File: src/sfp_pkg.sv
// Purpose: shared constants and types for the flash status/protect link
// Assumes: mode-0 style serial link, clock idle low, msb first
// Notes: opcodes, status bit positions and link timing live here
// Functional notes
// - busy flag high while unsuspended program/erase/status write
// - latch clear refuses status write, program, erase
// - protect field guards program, sector, block erase
// - protect bits change only outside hardware protect
// - chip erase needs bits2..0 all matching complement
// - lock mode 00: write allowed when latch set
// - lock mode 01, protect pin low: locked
// - lock mode 01, protect pin high: writable
// - lock mode 10 locks until power cycle
// - lock mode 11 locks status word forever
// - quad enable turns protect pin into data
// - security lock bit sets once, never clears
// - complement bit joins protect field, default zero
// - suspend flag set by 75h, cleared 7ah
// - msb first, bits sampled on rising clock
// - frame opens with one opcode byte
// - host deselects after final bit sent
// - reads stream until host deselects
// - write-type commands need byte-aligned deselect
// - partial program byte: nothing, latch stays
// - latch set by 06h, cleared by writes
package sfp_pkg;
    localparam int SYS_CLK_PERIOD_NS = 8;
    localparam int SCLK_PERIOD_NS    = 160;
    localparam int SCLK_HALF_CYC     =
        (SCLK_PERIOD_NS / 2 + SYS_CLK_PERIOD_NS - 1) / SYS_CLK_PERIOD_NS;
    localparam int BUSY_TIME_NS      = 2000;
    localparam int BUSY_CYC          = BUSY_TIME_NS / SYS_CLK_PERIOD_NS;
    localparam int BUSY_W            = 8;
    localparam int DIV_W             = 8;

    localparam logic [7:0] OP_LATCH_SET   = 8'h06;
    localparam logic [7:0] OP_LATCH_CLR   = 8'h04;
    localparam logic [7:0] OP_STAT_RD_LO  = 8'h05;
    localparam logic [7:0] OP_STAT_RD_HI  = 8'h35;
    localparam logic [7:0] OP_STAT_WRITE  = 8'h01;
    localparam logic [7:0] OP_PAGE_PROG   = 8'h02;
    localparam logic [7:0] OP_SECT_ERASE  = 8'h20;
    localparam logic [7:0] OP_BLK_ERASE32 = 8'h52;
    localparam logic [7:0] OP_BLK_ERASE64 = 8'hd8;
    localparam logic [7:0] OP_CHIP_ERASEA = 8'h60;
    localparam logic [7:0] OP_CHIP_ERASEB = 8'hc7;
    localparam logic [7:0] OP_SUSPEND     = 8'h75;
    localparam logic [7:0] OP_RESUME      = 8'h7a;
    localparam logic [7:0] OP_DEEP_DOWN   = 8'hb9;
    localparam logic [7:0] OP_DEEP_WAKE   = 8'hab;

    // frame lengths in bytes, opcode included
    localparam logic [7:0] LEN_STAT_WRITE = 8'h03;
    localparam logic [7:0] LEN_ERASE      = 8'h04;
    localparam logic [7:0] LEN_PROG_MIN   = 8'h05;
    localparam logic [7:0] LEN_ADDR_END   = 8'h03;
    localparam logic [7:0] BYTE_CNT_MAX   = 8'hff;
    localparam logic [2:0] BIT_LAST       = 3'h7;

    localparam int SB_BUSY  = 0;
    localparam int SB_LATCH = 1;
    localparam int SB_BP_LO = 2;
    localparam int SB_LOCK0 = 7;
    localparam int SB_LOCK1 = 8;
    localparam int SB_QUAD  = 9;
    localparam int SB_SECLK = 10;
    localparam int SB_CMP   = 14;
    localparam int SB_SUSP  = 15;
    localparam logic [15:0] STATUS_RESET = 16'h0000;
    localparam logic [15:0] NV_MASK      = 16'h47fc;
    localparam logic [15:0] SECLK_MASK   = 16'h0400;
    localparam logic [2:0]  BP_LOW_ZERO  = 3'h0;
    localparam logic [2:0]  BP_LOW_ONES  = 3'h7;
    localparam logic [1:0]  LOCK_SOFT    = 2'h0;
    localparam logic [1:0]  LOCK_HW      = 2'h1;
    localparam logic [1:0]  LOCK_POWER   = 2'h2;

    typedef enum logic [2:0] {
        SFP_OP_NONE    = 3'b000,
        SFP_OP_PROGRAM = 3'b001,
        SFP_OP_SECTOR  = 3'b010,
        SFP_OP_BLOCK32 = 3'b011,
        SFP_OP_BLOCK64 = 3'b100,
        SFP_OP_CHIP    = 3'b101,
        SFP_OP_STATUS  = 3'b110
    } sfp_op_type;
endpackage : sfp_pkg

File: src/sfp_link_if.sv
// Purpose: serial link wires between host controller and flash end
// Assumes: all wires single driver, no turnaround lines
// Notes: quad data lines are not carried
`timescale 1ns/1ps
`default_nettype none
interface sfp_link_if;
    logic cs_n;
    logic sclk;
    logic mosi;
    logic miso;
    logic wp_n;
    modport host  (output cs_n, output sclk, output mosi, output wp_n,
                   input miso);
    modport flash (input cs_n, input sclk, input mosi, input wp_n,
                   output miso);
endinterface : sfp_link_if
`default_nettype wire

File: src/sfp_flash_end.sv
// Purpose: status word, write latch and command gating of the flash end
// Assumes: link pins asynchronous, oversampled by sys_clk
// Notes: array itself is outside; it sees staged bytes and commits
`timescale 1ns/1ps
`default_nettype none
module sfp_flash_end (
    // clock and reset
    input  wire logic                 sys_clk_i,
    input  wire logic                 reset_n_i,
    // serial link
    sfp_link_if.flash                 link,
    // array side
    input  wire logic [15:0]          nv_init_i,
    input  wire logic                 addr_protected_i,
    output logic                      op_start_o,
    output sfp_pkg::sfp_op_type       op_kind_o,
    output logic [23:0]               op_addr_o,
    output logic [7:0]                prog_byte_o,
    output logic                      prog_valid_o,
    output logic [23:0]               frame_addr_o,
    output logic [15:0]               status_o,
    output logic                      quad_lines_o,
    output logic                      security_locked_o,
    output logic                      deep_down_o
);
    import sfp_pkg::*;

    typedef struct packed {
        logic [3:0]        sync1;
        logic [3:0]        sync2;
        logic              cs_prev;
        logic              sck_prev;
        logic              loaded;
        logic [2:0]        bit_cnt;
        logic [7:0]        byte_cnt;
        logic [7:0]        shift;
        logic [7:0]        opcode;
        logic [23:0]       addr;
        logic [15:0]       nv;
        logic              latch;
        logic              susp;
        logic              deep;
        logic [BUSY_W-1:0] busy_cnt;
        logic [7:0]        out_shift;
        logic              miso;
        logic              op_start;
        sfp_op_type        op_kind;
        logic [23:0]       op_addr;
        logic [7:0]        prog_byte;
        logic              prog_valid;
        logic [15:0]       status;
    } sfp_dev_type;

    localparam logic [BUSY_W-1:0] BUSY_LOAD = BUSY_W'(BUSY_CYC);

    sfp_dev_type q;
    sfp_dev_type d;

    ////////////////////////////////////////////////////////////////////
    always_comb begin
        logic       cs;
        logic       sck;
        logic       sdi;
        logic       wpn;
        logic       rise;
        logic       fall;
        logic       pend;
        logic       aligned;
        logic       ok_wr;
        logic       sr_ok;
        logic       reading;
        logic [7:0] sh;
        logic [7:0] op_now;
        logic [15:0] wr_word;
        cs      = 1'b0;
        sck     = 1'b0;
        sdi     = 1'b0;
        wpn     = 1'b0;
        rise    = 1'b0;
        fall    = 1'b0;
        pend    = 1'b0;
        aligned = 1'b0;
        ok_wr   = 1'b0;
        sr_ok   = 1'b0;
        reading = 1'b0;
        sh      = 8'h00;
        op_now  = 8'h00;
        wr_word = 16'h0000;

        d = q;
        d.op_start   = 1'b0;
        d.prog_valid = 1'b0;
        d.sync1      = {link.cs_n, link.sclk, link.mosi, link.wp_n};
        d.sync2      = q.sync1;
        cs  = q.sync2[3];
        sck = q.sync2[2];
        sdi = q.sync2[1];
        wpn = q.sync2[0];
        d.cs_prev  = cs;
        d.sck_prev = sck;
        rise = sck & ~q.sck_prev & ~cs;
        fall = ~sck & q.sck_prev & ~cs;
        pend = (q.busy_cnt != '0);

        // stored word is caught once after release; power lock drops
        if (!q.loaded) begin
            d.loaded = 1'b1;
            d.nv     = nv_init_i & NV_MASK;
            if (d.nv[SB_LOCK1:SB_LOCK0] == LOCK_POWER) begin
                d.nv[SB_LOCK1:SB_LOCK0] = LOCK_SOFT;
            end
        end

        // suspended work holds its remaining time
        if (pend && !q.susp) begin
            d.busy_cnt = q.busy_cnt - 1'b1;
        end

        reading = (q.byte_cnt != 8'h00) && !q.deep &&
                  ((q.opcode == OP_STAT_RD_LO) ||
                   (q.opcode == OP_STAT_RD_HI));

        if (rise) begin
            sh = {q.shift[6:0], sdi};
            d.shift   = sh;
            d.bit_cnt = q.bit_cnt + 1'b1;
            if (q.bit_cnt == BIT_LAST) begin
                if (q.byte_cnt != BYTE_CNT_MAX) begin
                    d.byte_cnt = q.byte_cnt + 1'b1;
                end
                op_now = (q.byte_cnt == 8'h00) ? sh : q.opcode;
                if (q.byte_cnt == 8'h00) begin
                    d.opcode = sh;
                end else if (q.byte_cnt <= LEN_ADDR_END) begin
                    d.addr = {q.addr[15:0], sh};
                end else if (q.opcode == OP_PAGE_PROG && q.latch &&
                             !pend && !q.deep) begin
                    d.prog_byte  = sh;
                    d.prog_valid = 1'b1;
                end
                if (!q.deep && ((op_now == OP_STAT_RD_LO) ||
                                (op_now == OP_STAT_RD_HI))) begin
                    // reload each byte so polling sees live busy
                    d.out_shift = (op_now == OP_STAT_RD_LO) ?
                                  q.status[7:0] : q.status[15:8];
                end
            end
        end

        if (fall && reading) begin
            d.miso      = q.out_shift[7];
            d.out_shift = {q.out_shift[6:0], 1'b0};
        end

        if (cs) begin
            d.bit_cnt  = 3'h0;
            d.byte_cnt = 8'h00;
            d.miso     = 1'b0;
        end

        ////////////////////////////////////////////////////////////////
        // commands act on deselect only
        aligned = (q.bit_cnt == 3'h0) && (q.byte_cnt != 8'h00);
        ok_wr   = aligned && q.latch && !pend && !q.deep;
        unique case (q.nv[SB_LOCK1:SB_LOCK0])
            LOCK_SOFT: sr_ok = 1'b1;
            LOCK_HW:   sr_ok = q.nv[SB_QUAD] | wpn;
            default:   sr_ok = 1'b0;
        endcase
        wr_word = {q.addr[7:0], q.addr[15:8]};

        if (cs && !q.cs_prev && q.loaded) begin
            if (q.deep) begin
                if (q.opcode == OP_DEEP_WAKE && q.byte_cnt != 8'h00) begin
                    d.deep = 1'b0;
                end
            end else if (q.opcode == OP_LATCH_SET) begin
                if (aligned && !pend) d.latch = 1'b1;
            end else if (q.opcode == OP_LATCH_CLR) begin
                if (aligned && !pend) d.latch = 1'b0;
            end else if (q.opcode == OP_STAT_WRITE) begin
                if (ok_wr && sr_ok && q.byte_cnt >= LEN_STAT_WRITE) begin
                    d.nv = (wr_word & NV_MASK) | (q.nv & SECLK_MASK);
                    d.latch    = 1'b0;
                    d.busy_cnt = BUSY_LOAD;
                    d.op_start = 1'b1;
                    d.op_kind  = SFP_OP_STATUS;
                end
            end else if (q.opcode == OP_PAGE_PROG) begin
                // partial byte leaves aligned low: latch kept
                if (ok_wr && q.byte_cnt >= LEN_PROG_MIN &&
                    !addr_protected_i) begin
                    d.latch    = 1'b0;
                    d.busy_cnt = BUSY_LOAD;
                    d.op_start = 1'b1;
                    d.op_kind  = SFP_OP_PROGRAM;
                    d.op_addr  = q.addr;
                end
            end else if (q.opcode == OP_SECT_ERASE ||
                         q.opcode == OP_BLK_ERASE32 ||
                         q.opcode == OP_BLK_ERASE64) begin
                if (ok_wr && q.byte_cnt >= LEN_ERASE &&
                    !addr_protected_i) begin
                    d.latch    = 1'b0;
                    d.busy_cnt = BUSY_LOAD;
                    d.op_start = 1'b1;
                    d.op_addr  = q.addr;
                    d.op_kind  = (q.opcode == OP_SECT_ERASE) ? SFP_OP_SECTOR :
                                 (q.opcode == OP_BLK_ERASE32) ?
                                 SFP_OP_BLOCK32 : SFP_OP_BLOCK64;
                end
            end else if (q.opcode == OP_CHIP_ERASEA ||
                         q.opcode == OP_CHIP_ERASEB) begin
                if (ok_wr &&
                    ((q.nv[SB_BP_LO+2:SB_BP_LO] == BP_LOW_ZERO &&
                      !q.nv[SB_CMP]) ||
                     (q.nv[SB_BP_LO+2:SB_BP_LO] == BP_LOW_ONES &&
                      q.nv[SB_CMP]))) begin
                    d.latch    = 1'b0;
                    d.busy_cnt = BUSY_LOAD;
                    d.op_start = 1'b1;
                    d.op_kind  = SFP_OP_CHIP;
                    d.op_addr  = 24'h000000;
                end
            end else if (q.opcode == OP_SUSPEND) begin
                d.susp = 1'b1;
            end else if (q.opcode == OP_RESUME) begin
                d.susp = 1'b0;
            end else if (q.opcode == OP_DEEP_DOWN) begin
                if (aligned && !pend) d.deep = 1'b1;
            end
        end

        d.status = d.nv & NV_MASK;
        d.status[SB_BUSY]  = (d.busy_cnt != '0) && !d.susp;
        d.status[SB_LATCH] = d.latch;
        d.status[SB_SUSP]  = d.susp;
    end

    ////////////////////////////////////////////////////////////////////
    always_ff @(posedge sys_clk_i or negedge reset_n_i) begin
        if (!reset_n_i) begin
            q <= '0;
            q.sync1  <= 4'hf;
            q.sync2  <= 4'hf;
            q.cs_prev <= 1'b1;
            q.nv     <= STATUS_RESET;
            q.status <= STATUS_RESET;
        end else begin
            q <= d;
        end
    end

    assign link.miso         = q.miso;
    assign op_start_o        = q.op_start;
    assign op_kind_o         = q.op_kind;
    assign op_addr_o         = q.op_addr;
    assign prog_byte_o       = q.prog_byte;
    assign prog_valid_o      = q.prog_valid;
    assign frame_addr_o      = q.addr;
    assign status_o          = q.status;
    assign quad_lines_o      = q.nv[SB_QUAD];
    assign security_locked_o = q.nv[SB_SECLK];
    assign deep_down_o       = q.deep;
endmodule : sfp_flash_end
`default_nettype wire

File: src/flat_wrapper.sv
// flat-port wrapper written by rule: the top's interface ports become plain ports
module sfp_flash_end_flat import sfp_pkg::*;
  (sys_clk_i, reset_n_i, nv_init_i, addr_protected_i, op_start_o, op_kind_o, op_addr_o, prog_byte_o, prog_valid_o, frame_addr_o, status_o, quad_lines_o, security_locked_o, deep_down_o, link_cs_n, link_sclk, link_mosi, link_wp_n, link_miso);
  sfp_link_if link_i ();
  input  wire logic sys_clk_i;
  input  wire logic reset_n_i;
  input  wire logic [15:0] nv_init_i;
  input  wire logic addr_protected_i;
  output logic op_start_o;
  output sfp_pkg::sfp_op_type op_kind_o;
  output logic [23:0] op_addr_o;
  output logic [7:0] prog_byte_o;
  output logic prog_valid_o;
  output logic [23:0] frame_addr_o;
  output logic [15:0] status_o;
  output logic quad_lines_o;
  output logic security_locked_o;
  output logic deep_down_o;
  input wire logic [$bits(link_i.cs_n)-1:0] link_cs_n;
  input wire logic [$bits(link_i.sclk)-1:0] link_sclk;
  input wire logic [$bits(link_i.mosi)-1:0] link_mosi;
  input wire logic [$bits(link_i.wp_n)-1:0] link_wp_n;
  output wire logic [$bits(link_i.miso)-1:0] link_miso;
  assign link_i.cs_n = link_cs_n;
  assign link_i.sclk = link_sclk;
  assign link_i.mosi = link_mosi;
  assign link_i.wp_n = link_wp_n;
  assign link_miso = link_i.miso;
  sfp_flash_end u_core (.sys_clk_i(sys_clk_i), .reset_n_i(reset_n_i), .link(link_i), .nv_init_i(nv_init_i), .addr_protected_i(addr_protected_i), .op_start_o(op_start_o), .op_kind_o(op_kind_o), .op_addr_o(op_addr_o), .prog_byte_o(prog_byte_o), .prog_valid_o(prog_valid_o), .frame_addr_o(frame_addr_o), .status_o(status_o), .quad_lines_o(quad_lines_o), .security_locked_o(security_locked_o), .deep_down_o(deep_down_o));
endmodule
File: config.mk
export PLATFORM = sky130hd
export DESIGN_NAME = sfp_flash_end_flat
export DESIGN_NICKNAME = d
export VERILOG_FILES = /design/src/sfp_pkg.sv /design/src/sfp_link_if.sv /design/src/sfp_flash_end.sv /design/src/flat_wrapper.sv
export SDC_FILE = /design/constraint.sdc
export NUM_CORES = 1
export LEC_CHECK = 0
export ABC_AREA = 0
export BUFFER_PORTS_ARGS = -buffer_cell sky130_fd_sc_hd__buf_2
export CAP_MARGIN = 20
export CORE_ASPECT_RATIO = 0.5
export CORE_MARGIN = 1
export CORE_UTILIZATION = 38
export DETAILED_ROUTE_END_ITERATION = 10
export PLACE_DENSITY = 0.6
export SYNTH_ARGS = -nofsm -noshare
export SYNTH_HDL_FRONTEND = slang
export SYNTH_SLANG_ARGS = --single-unit
File: constraint.sdc
create_clock -name sys_clk_i -period 3.4 [get_ports sys_clk_i]
set_input_delay 0.68 -clock sys_clk_i [delete_from_list [all_inputs] [get_ports sys_clk_i]]
set_output_delay 0.68 -clock sys_clk_i [all_outputs]
set_load 0.05 [all_outputs]
==> reports/results.ini, run 1 <==
[die]
fp.dieW_um=186.7
fp.dieH_um=94.38
rows=33
core_um2=16520
io_pins=104
start_util=0.3927
die_area_um2=17620

[synthesis]
ys.warnings.count=0
synth_flop_cell=dfrtp_1
synthTopCellsByArea=dfrtp_1 (46%), buf_4 (8.7%), mux2_2 (7.8%)
netlist_instances=572
synth_area_um2=6485
synthArstFlopShare=1.000
synth_cell_types=69
synth_top_area_share=0.4631
ys_ff_latch=129
yosys.area.top_type=dfrtp_1
postSynthAreaPerCell_um2=11.34
synth-edff-count=0
ys_seq_area_frac=0.4995

[cells_and_area]
mostFrequentLayoutCells=dfrtp_1 (120), buf_2 (93), mux2_2 (45)
fin_nets=632
nFillCells=1559
area_growth_pct=12.21
drive_gt1_frac=0.3431
final_common_cell=dfrtp_1

[cts]
cts_resized=0
clock_sinks=129
hold_buffers=0
clk_latency_ns=0.42
cts_buffers=17
cts-root-buf=clkbuf_16
cts_setup_buffers=0
cts_htree_levels=4
cts_buffer_depth=2
cts_tree=yes
clkSlewWorstSetupHoldPaths_ns=0.06

[worst_setup_path]
worstSetupStartpointType=flop
path_class=reg2reg
critPathTopFamily=simple AND/OR/NAND/NOR gates
cp-startpoint=u_core.q[62]$_DFF_PN0_
endpoint_kind=flop
max_stage_delay_ns=0.39
cp.required_ns=3.75
worst-path-stages=9
cp_slowest_cell=dfrtp_1
cp_num_buf_inv=2
cp.arrival_ns=3.20
r2r_start=u_core.q[62]$_DFF_PN0_
path_cells=inv_1, ha_1, nor4b_4, nand4b_1, nor3_1, o21ai_1, a2111oi_4, buf_4, a22o_1
r2r_cells=9
worstPathMaxFanout=24

[sta]
final_hold_viol_count=0
fin_tns_setup_ns=0
holdWs_ns=0.3323
min_period_ns=2.850
setup_viol=0
max_freq_ghz=0.3509
skew_ns=0.008726
maxSlewHeadroom=0.4690
worst_slew_pin_slew_ns=0.7965
rsz0062_at_grt=no
timing.final.crit_share=0.8382
drv_slew=0

[route]
dr.pass1.iters=4
avgViaCountPerCell=5.104
drtIter0Drc=296
drt-wirelength-per-cell_um=16.89
totalWireLength_um=14240
ant_nets=0
route.detailed.drc=0
vias=4303

[place]
io_buffers=94
gp_congestion=0.8488
dpl.hpwl_um=9792

[run_status]
status=finished clean

[global_route]
track_usage=0.1682
grt_max_degree=63
gr-total-overflow=0
grt_pass1_vias=4123
grt_pass1_wl_um=22620
grt_antenna_before_repair=1

[power]
power_density_nw_per_um2=513.7
p_leak_nw=3.545
max-vdd-ir-drop_mv=0.2582

[min_path]
holdCritPathClass=in2async

[run]
cap_violations=0

==> worst reg2reg max path: cells and delay by family (launching register included) <==
family                   cells  cell delay, ns
flip-flops                   1            0.39
AO/OA/AOI/OAI                3            0.69
AND/OR/NAND/NOR              3            1.01
adder cells (fa/ha/maj)      1            0.23
buffers and inverters        2            0.46
==> cell usage after synthesis, types with 4 or more instances <==
cell / count
o21ai_1: 4
mux2_2: 45
o21ai_0: 18
buf_4: 75
or3_1: 6
buf_2: 11
dfrtp_1: 120
ha_1: 7
a22o_1: 25
dfstp_2: 9
a21oi_1: 7
xnor2_1: 8
clkbuf_1: 8
xor2_1: 9
and3_1: 7
nor2_1: 33
inv_1: 12
o221a_2: 4
nor3_1: 6
nand2b_1: 6
nand3_1: 14
nor4_1: 5
nand2_1: 38
mux2i_1: 14
a221o_1: 4
nor2b_1: 6
==> through the flow <==
stage | total power [W] | cell area, µm² | worst slack (ns) | util | std cells
finish | 0.003738 | 7277 | 0.5502 | 0.4406 | 843
global route | 0.003873 | 7274 | 0.3771 | 0.4405 | 842
CTS | 0.003788 | 7274 | 0.5439 | 0.4405 | 842
detailed placement | 0.001938 | 6676 | 0.5531 | 0.4042 | 810
global placement | 0.001932 | 6676 | 0.6211 | 0.4042 | 810
floorplan | 0.001847 | 6492 | 0.8714 | - | 574
==> registers in the layout, summed over array words and instances (netlist names) <==
| register | count |
|---|---|
| u_core.q | 55 |
| u_core.frame_addr_o | 24 |
| u_core.op_addr_o | 24 |
| u_core.prog_byte_o | 8 |
| u_core.d | 6 |
| u_core.op_kind_o | 3 |
| u_core.status_o | 3 |
| u_core.deep_down_o | 1 |
| u_core.link.miso | 1 |
| u_core.op_start_o | 1 |
| u_core.prog_valid_o | 1 |
| u_core.quad_lines_o | 1 |
| u_core.security_locked_o | 1 |
==> cells by family (layout without fill, tap and decap cells) <==
logic type | count (synthesis) | count (layout) | share of synthesized area
simple gates | 156 | 156 | 0.1380
flops | 129 | 129 | 0.4995
buf+inv | 109 | 150 | 0.1111
compound gates | 90 | 90 | 0.1088
mux | 62 | 62 | 0.1050
xor+xnor | 17 | 17 | 0.02296
fa+ha+maj | 7 | 7 | 0.01351
other cells | 2 | 5 | 0.001158
==> report_power, final <==
part | total [W] | internal (W) | switching (W) | leakage [nW]
clock | 0.00183 | 0.00114 | 0.000692 | 0.297
combinational | 0.000229 | 0.0000852 | 0.000144 | 1.56
sequential | 0.00168 | 0.00159 | 0.0000833 | 1.69
total | 0.00374 | 0.00282 | 0.000919 | 3.55
==> worst paths after layout <==
path | endpoint | slack (ns)
min in group sys_clk_i | u_core.q[144]$_DFF_PN1_ | 0.36
min | u_core.frame_addr_o[22]$_DFFE_PN0P_ | 0.33
max | u_core.op_addr_o[5]$_DFFE_PN0P_ | 0.55
max in group asynchronous | u_core.d[142]$_DFF_PN1_ | 2.27
max reg2reg | u_core.op_addr_o[5]$_DFFE_PN0P_ | 0.55
min reg2reg | u_core.q[144]$_DFF_PN1_ | 0.36
==> cell type report <==
type | count | area [µm²] | share of cell area
inverters | 12 | 45.04 | 0.006190
clock inverters | 12 | 131.4 | 0.01805
repair buffers | 106 | 575.6 | 0.07909
clock buffers | 20 | 466.7 | 0.06413
multi-input cells | 336 | 2532 | 0.3480
diodes | 1 | 2.502 | 0.0003439
flip-flops and latches | 129 | 3239 | 0.4452
well taps | 227 | 284.0 | 0.03903
==> metal layers <==
metal,track usage,share of wire
met1,0.2299,0.50
met2,0.2587,0.45
met3,0.04608,0.048
met4,0.05738,0.0086
met5,0,0
No activity file was read; power rests on OpenSTA's default activity.
==> run 2, diff against run 1 <==
==> constraint.sdc (replaced) <==
create_clock -name sys_clk_i -period 2.87 [get_ports sys_clk_i]
set_input_delay 0.574 -clock sys_clk_i [delete_from_list [all_inputs] [get_ports sys_clk_i]]
set_output_delay 0.574 -clock sys_clk_i [all_outputs]
set_load 0.05 [all_outputs]
==> run 2 against run 1 <==
Compared with the run above: routed wire length increased by 2.6%; sequential power increased by 18%; worst hold slack got worse by 0.18 ns; clock power increased by 25%; combinational power increased by 20%; critical endpoint is now u_core.op_addr_o[14]$_DFFE_PN0P_.
==> reports/results.ini, run 2 (same netlist as run 1, synthesis figures left out) <==
[run_status]
status=finished clean

[route]
ant_nets=0
totalWireLength_um=14610
dr.pass1.iters=5
vias=4383
drt-wirelength-per-cell_um=17.05
avgViaCountPerCell=5.114
drtIter0Drc=283
route.detailed.drc=0

[sta]
timing.final.crit_share=0.9318
setup_viol=0
skew_ns=0.01334
worst_slew_pin_slew_ns=0.7332
holdWs_ns=0.1508
min_period_ns=2.674
drv_slew=0
final_hold_viol_count=0
rsz0062_at_grt=no
maxSlewHeadroom=0.5112
fin_tns_setup_ns=0
max_freq_ghz=0.3739

[die]
fp.dieW_um=186.7
die_area_um2=17620
fp.dieH_um=94.38
start_util=0.3927
io_pins=104
rows=33
core_um2=16520

[global_route]
gr-total-overflow=0
grt_max_degree=55
grt_antenna_before_repair=1
grt_pass1_vias=4160
grt_pass1_wl_um=22920
track_usage=0.1705

[cells_and_area]
drive_gt1_frac=0.3577
fin_nets=647
area_growth_pct=14.76
final_common_cell=dfrtp_1
largest-register=u_core.q
largest_reg_flops=55
mostFrequentLayoutCells=dfrtp_1 (120), buf_2 (93), mux2_2 (45)
finalNonFillerCells=857
nFillCells=1535

[worst_setup_path]
worstSetupStartpointType=flop
endpoint_kind=flop
cp.required_ns=3.22
worstPathMaxFanout=24
cp.arrival_ns=3.02
path_class=reg2reg

[power]
p_leak_nw=3.626
power_density_nw_per_um2=610.5
max-vdd-ir-drop_mv=0.3145
total_power_w=0.004543

[cts]
cts_htree_levels=4
cts_buffers=17
clock_sinks=129
cts_buffer_depth=2
hold_buffers=0
clkSlewWorstSetupHoldPaths_ns=0.06
clk_latency_ns=0.41
cts_resized=0
cts_tree=yes
cts-root-buf=clkbuf_16

[place]
gp_congestion=0.9041
dpl.hpwl_um=10120
dp.cells=823
io_buffers=94

[min_path]
holdCritPathClass=in2async

[run]
cap_violations=0

run 2: timing repair:
| item | in CTS | in global routing |
|---|---|---|
| setup endpoints to repair | 0 | 24 |
| endpoints found under the hold margin | 0 | 0 |
| buffers inserted | 0 | 2 |
run 2: routing by layer:
| metal | track usage | share of wire |
|---|---|---|
| met3 | 0.04013 | 0.044 |
| met4 | 0.06011 | 0.0051 |
| met1 | 0.2308 | 0.48 |
| met5 | 0 | 0 |
| met2 | 0.2699 | 0.47 |
run 2: report_power, final:
part	switching [W]	leakage (nW)	internal (W)
logic	0.000174	1.64	0.000101
clock network	0.000809	0.294	0.00147
registers	0.0000960	1.69	0.00189
run 2: area by class of cell:
class | instances | area (µm²) | area share
Antenna cell | 1 | 2.502 | 0.0003362
Clock buffer | 18 | 439.2 | 0.05901
Clock inverter | 13 | 186.4 | 0.02505
Inverter | 12 | 45.04 | 0.006052
Multi-Input combinational cell | 336 | 2532 | 0.3403
Sequential cell | 129 | 3239 | 0.4353
Tap cell | 227 | 284.0 | 0.03816
Timing Repair Buffer | 121 | 713.2 | 0.09583
run 2: through the flow:
step                utilization  worst slack (ns)  area [µm²]
CTS                      0.4495            0.1607        7425
floorplan                     -            0.3414        6492
detailed placement       0.4117            0.1992        6799
global route             0.4505           0.02025        7440
finish                   0.4506            0.1957        7442
global placement         0.4117            0.2501        6799
run 2: worst paths after layout:
check / slack (ns) / to / cells past startpoint / startpoint
setup / recovery: 0.20 / u_core.op_addr_o[14]$_DFFE_PN0P_ / 10 / u_core.q[62]$_DFF_PN0_
hold / removal: 0.15 / u_core.frame_addr_o[23]$_DFFE_PN0P_ / 1 / reset_n_i
setup reg to reg: 0.20 / u_core.op_addr_o[14]$_DFFE_PN0P_ / 10 / u_core.q[62]$_DFF_PN0_
hold reg to reg: 0.35 / u_core.d[142]$_DFF_PN1_ / 0 / u_core.d[146]$_DFF_PN1_
max in group asynchronous: 1.97 / u_core.d[144]$_DFF_PN1_ / 2 / reset_n_i
min in group sys_clk_i: 0.26 / u_core.d[144]$_DFF_PN1_ / 1 / link_mosi
run 2: critical path: stages, from the launching register on:
cell and delay [ns]:
dfrtp_1 0.40, inv_1 0.10, ha_1 0.23, nor4b_4 0.28
nand4b_1 0.17, buf_4 0.18, nor3_1 0.27, o21ai_1 0.17
a2111oi_4 0.41, buf_12 0.23, a22o_1 0.15
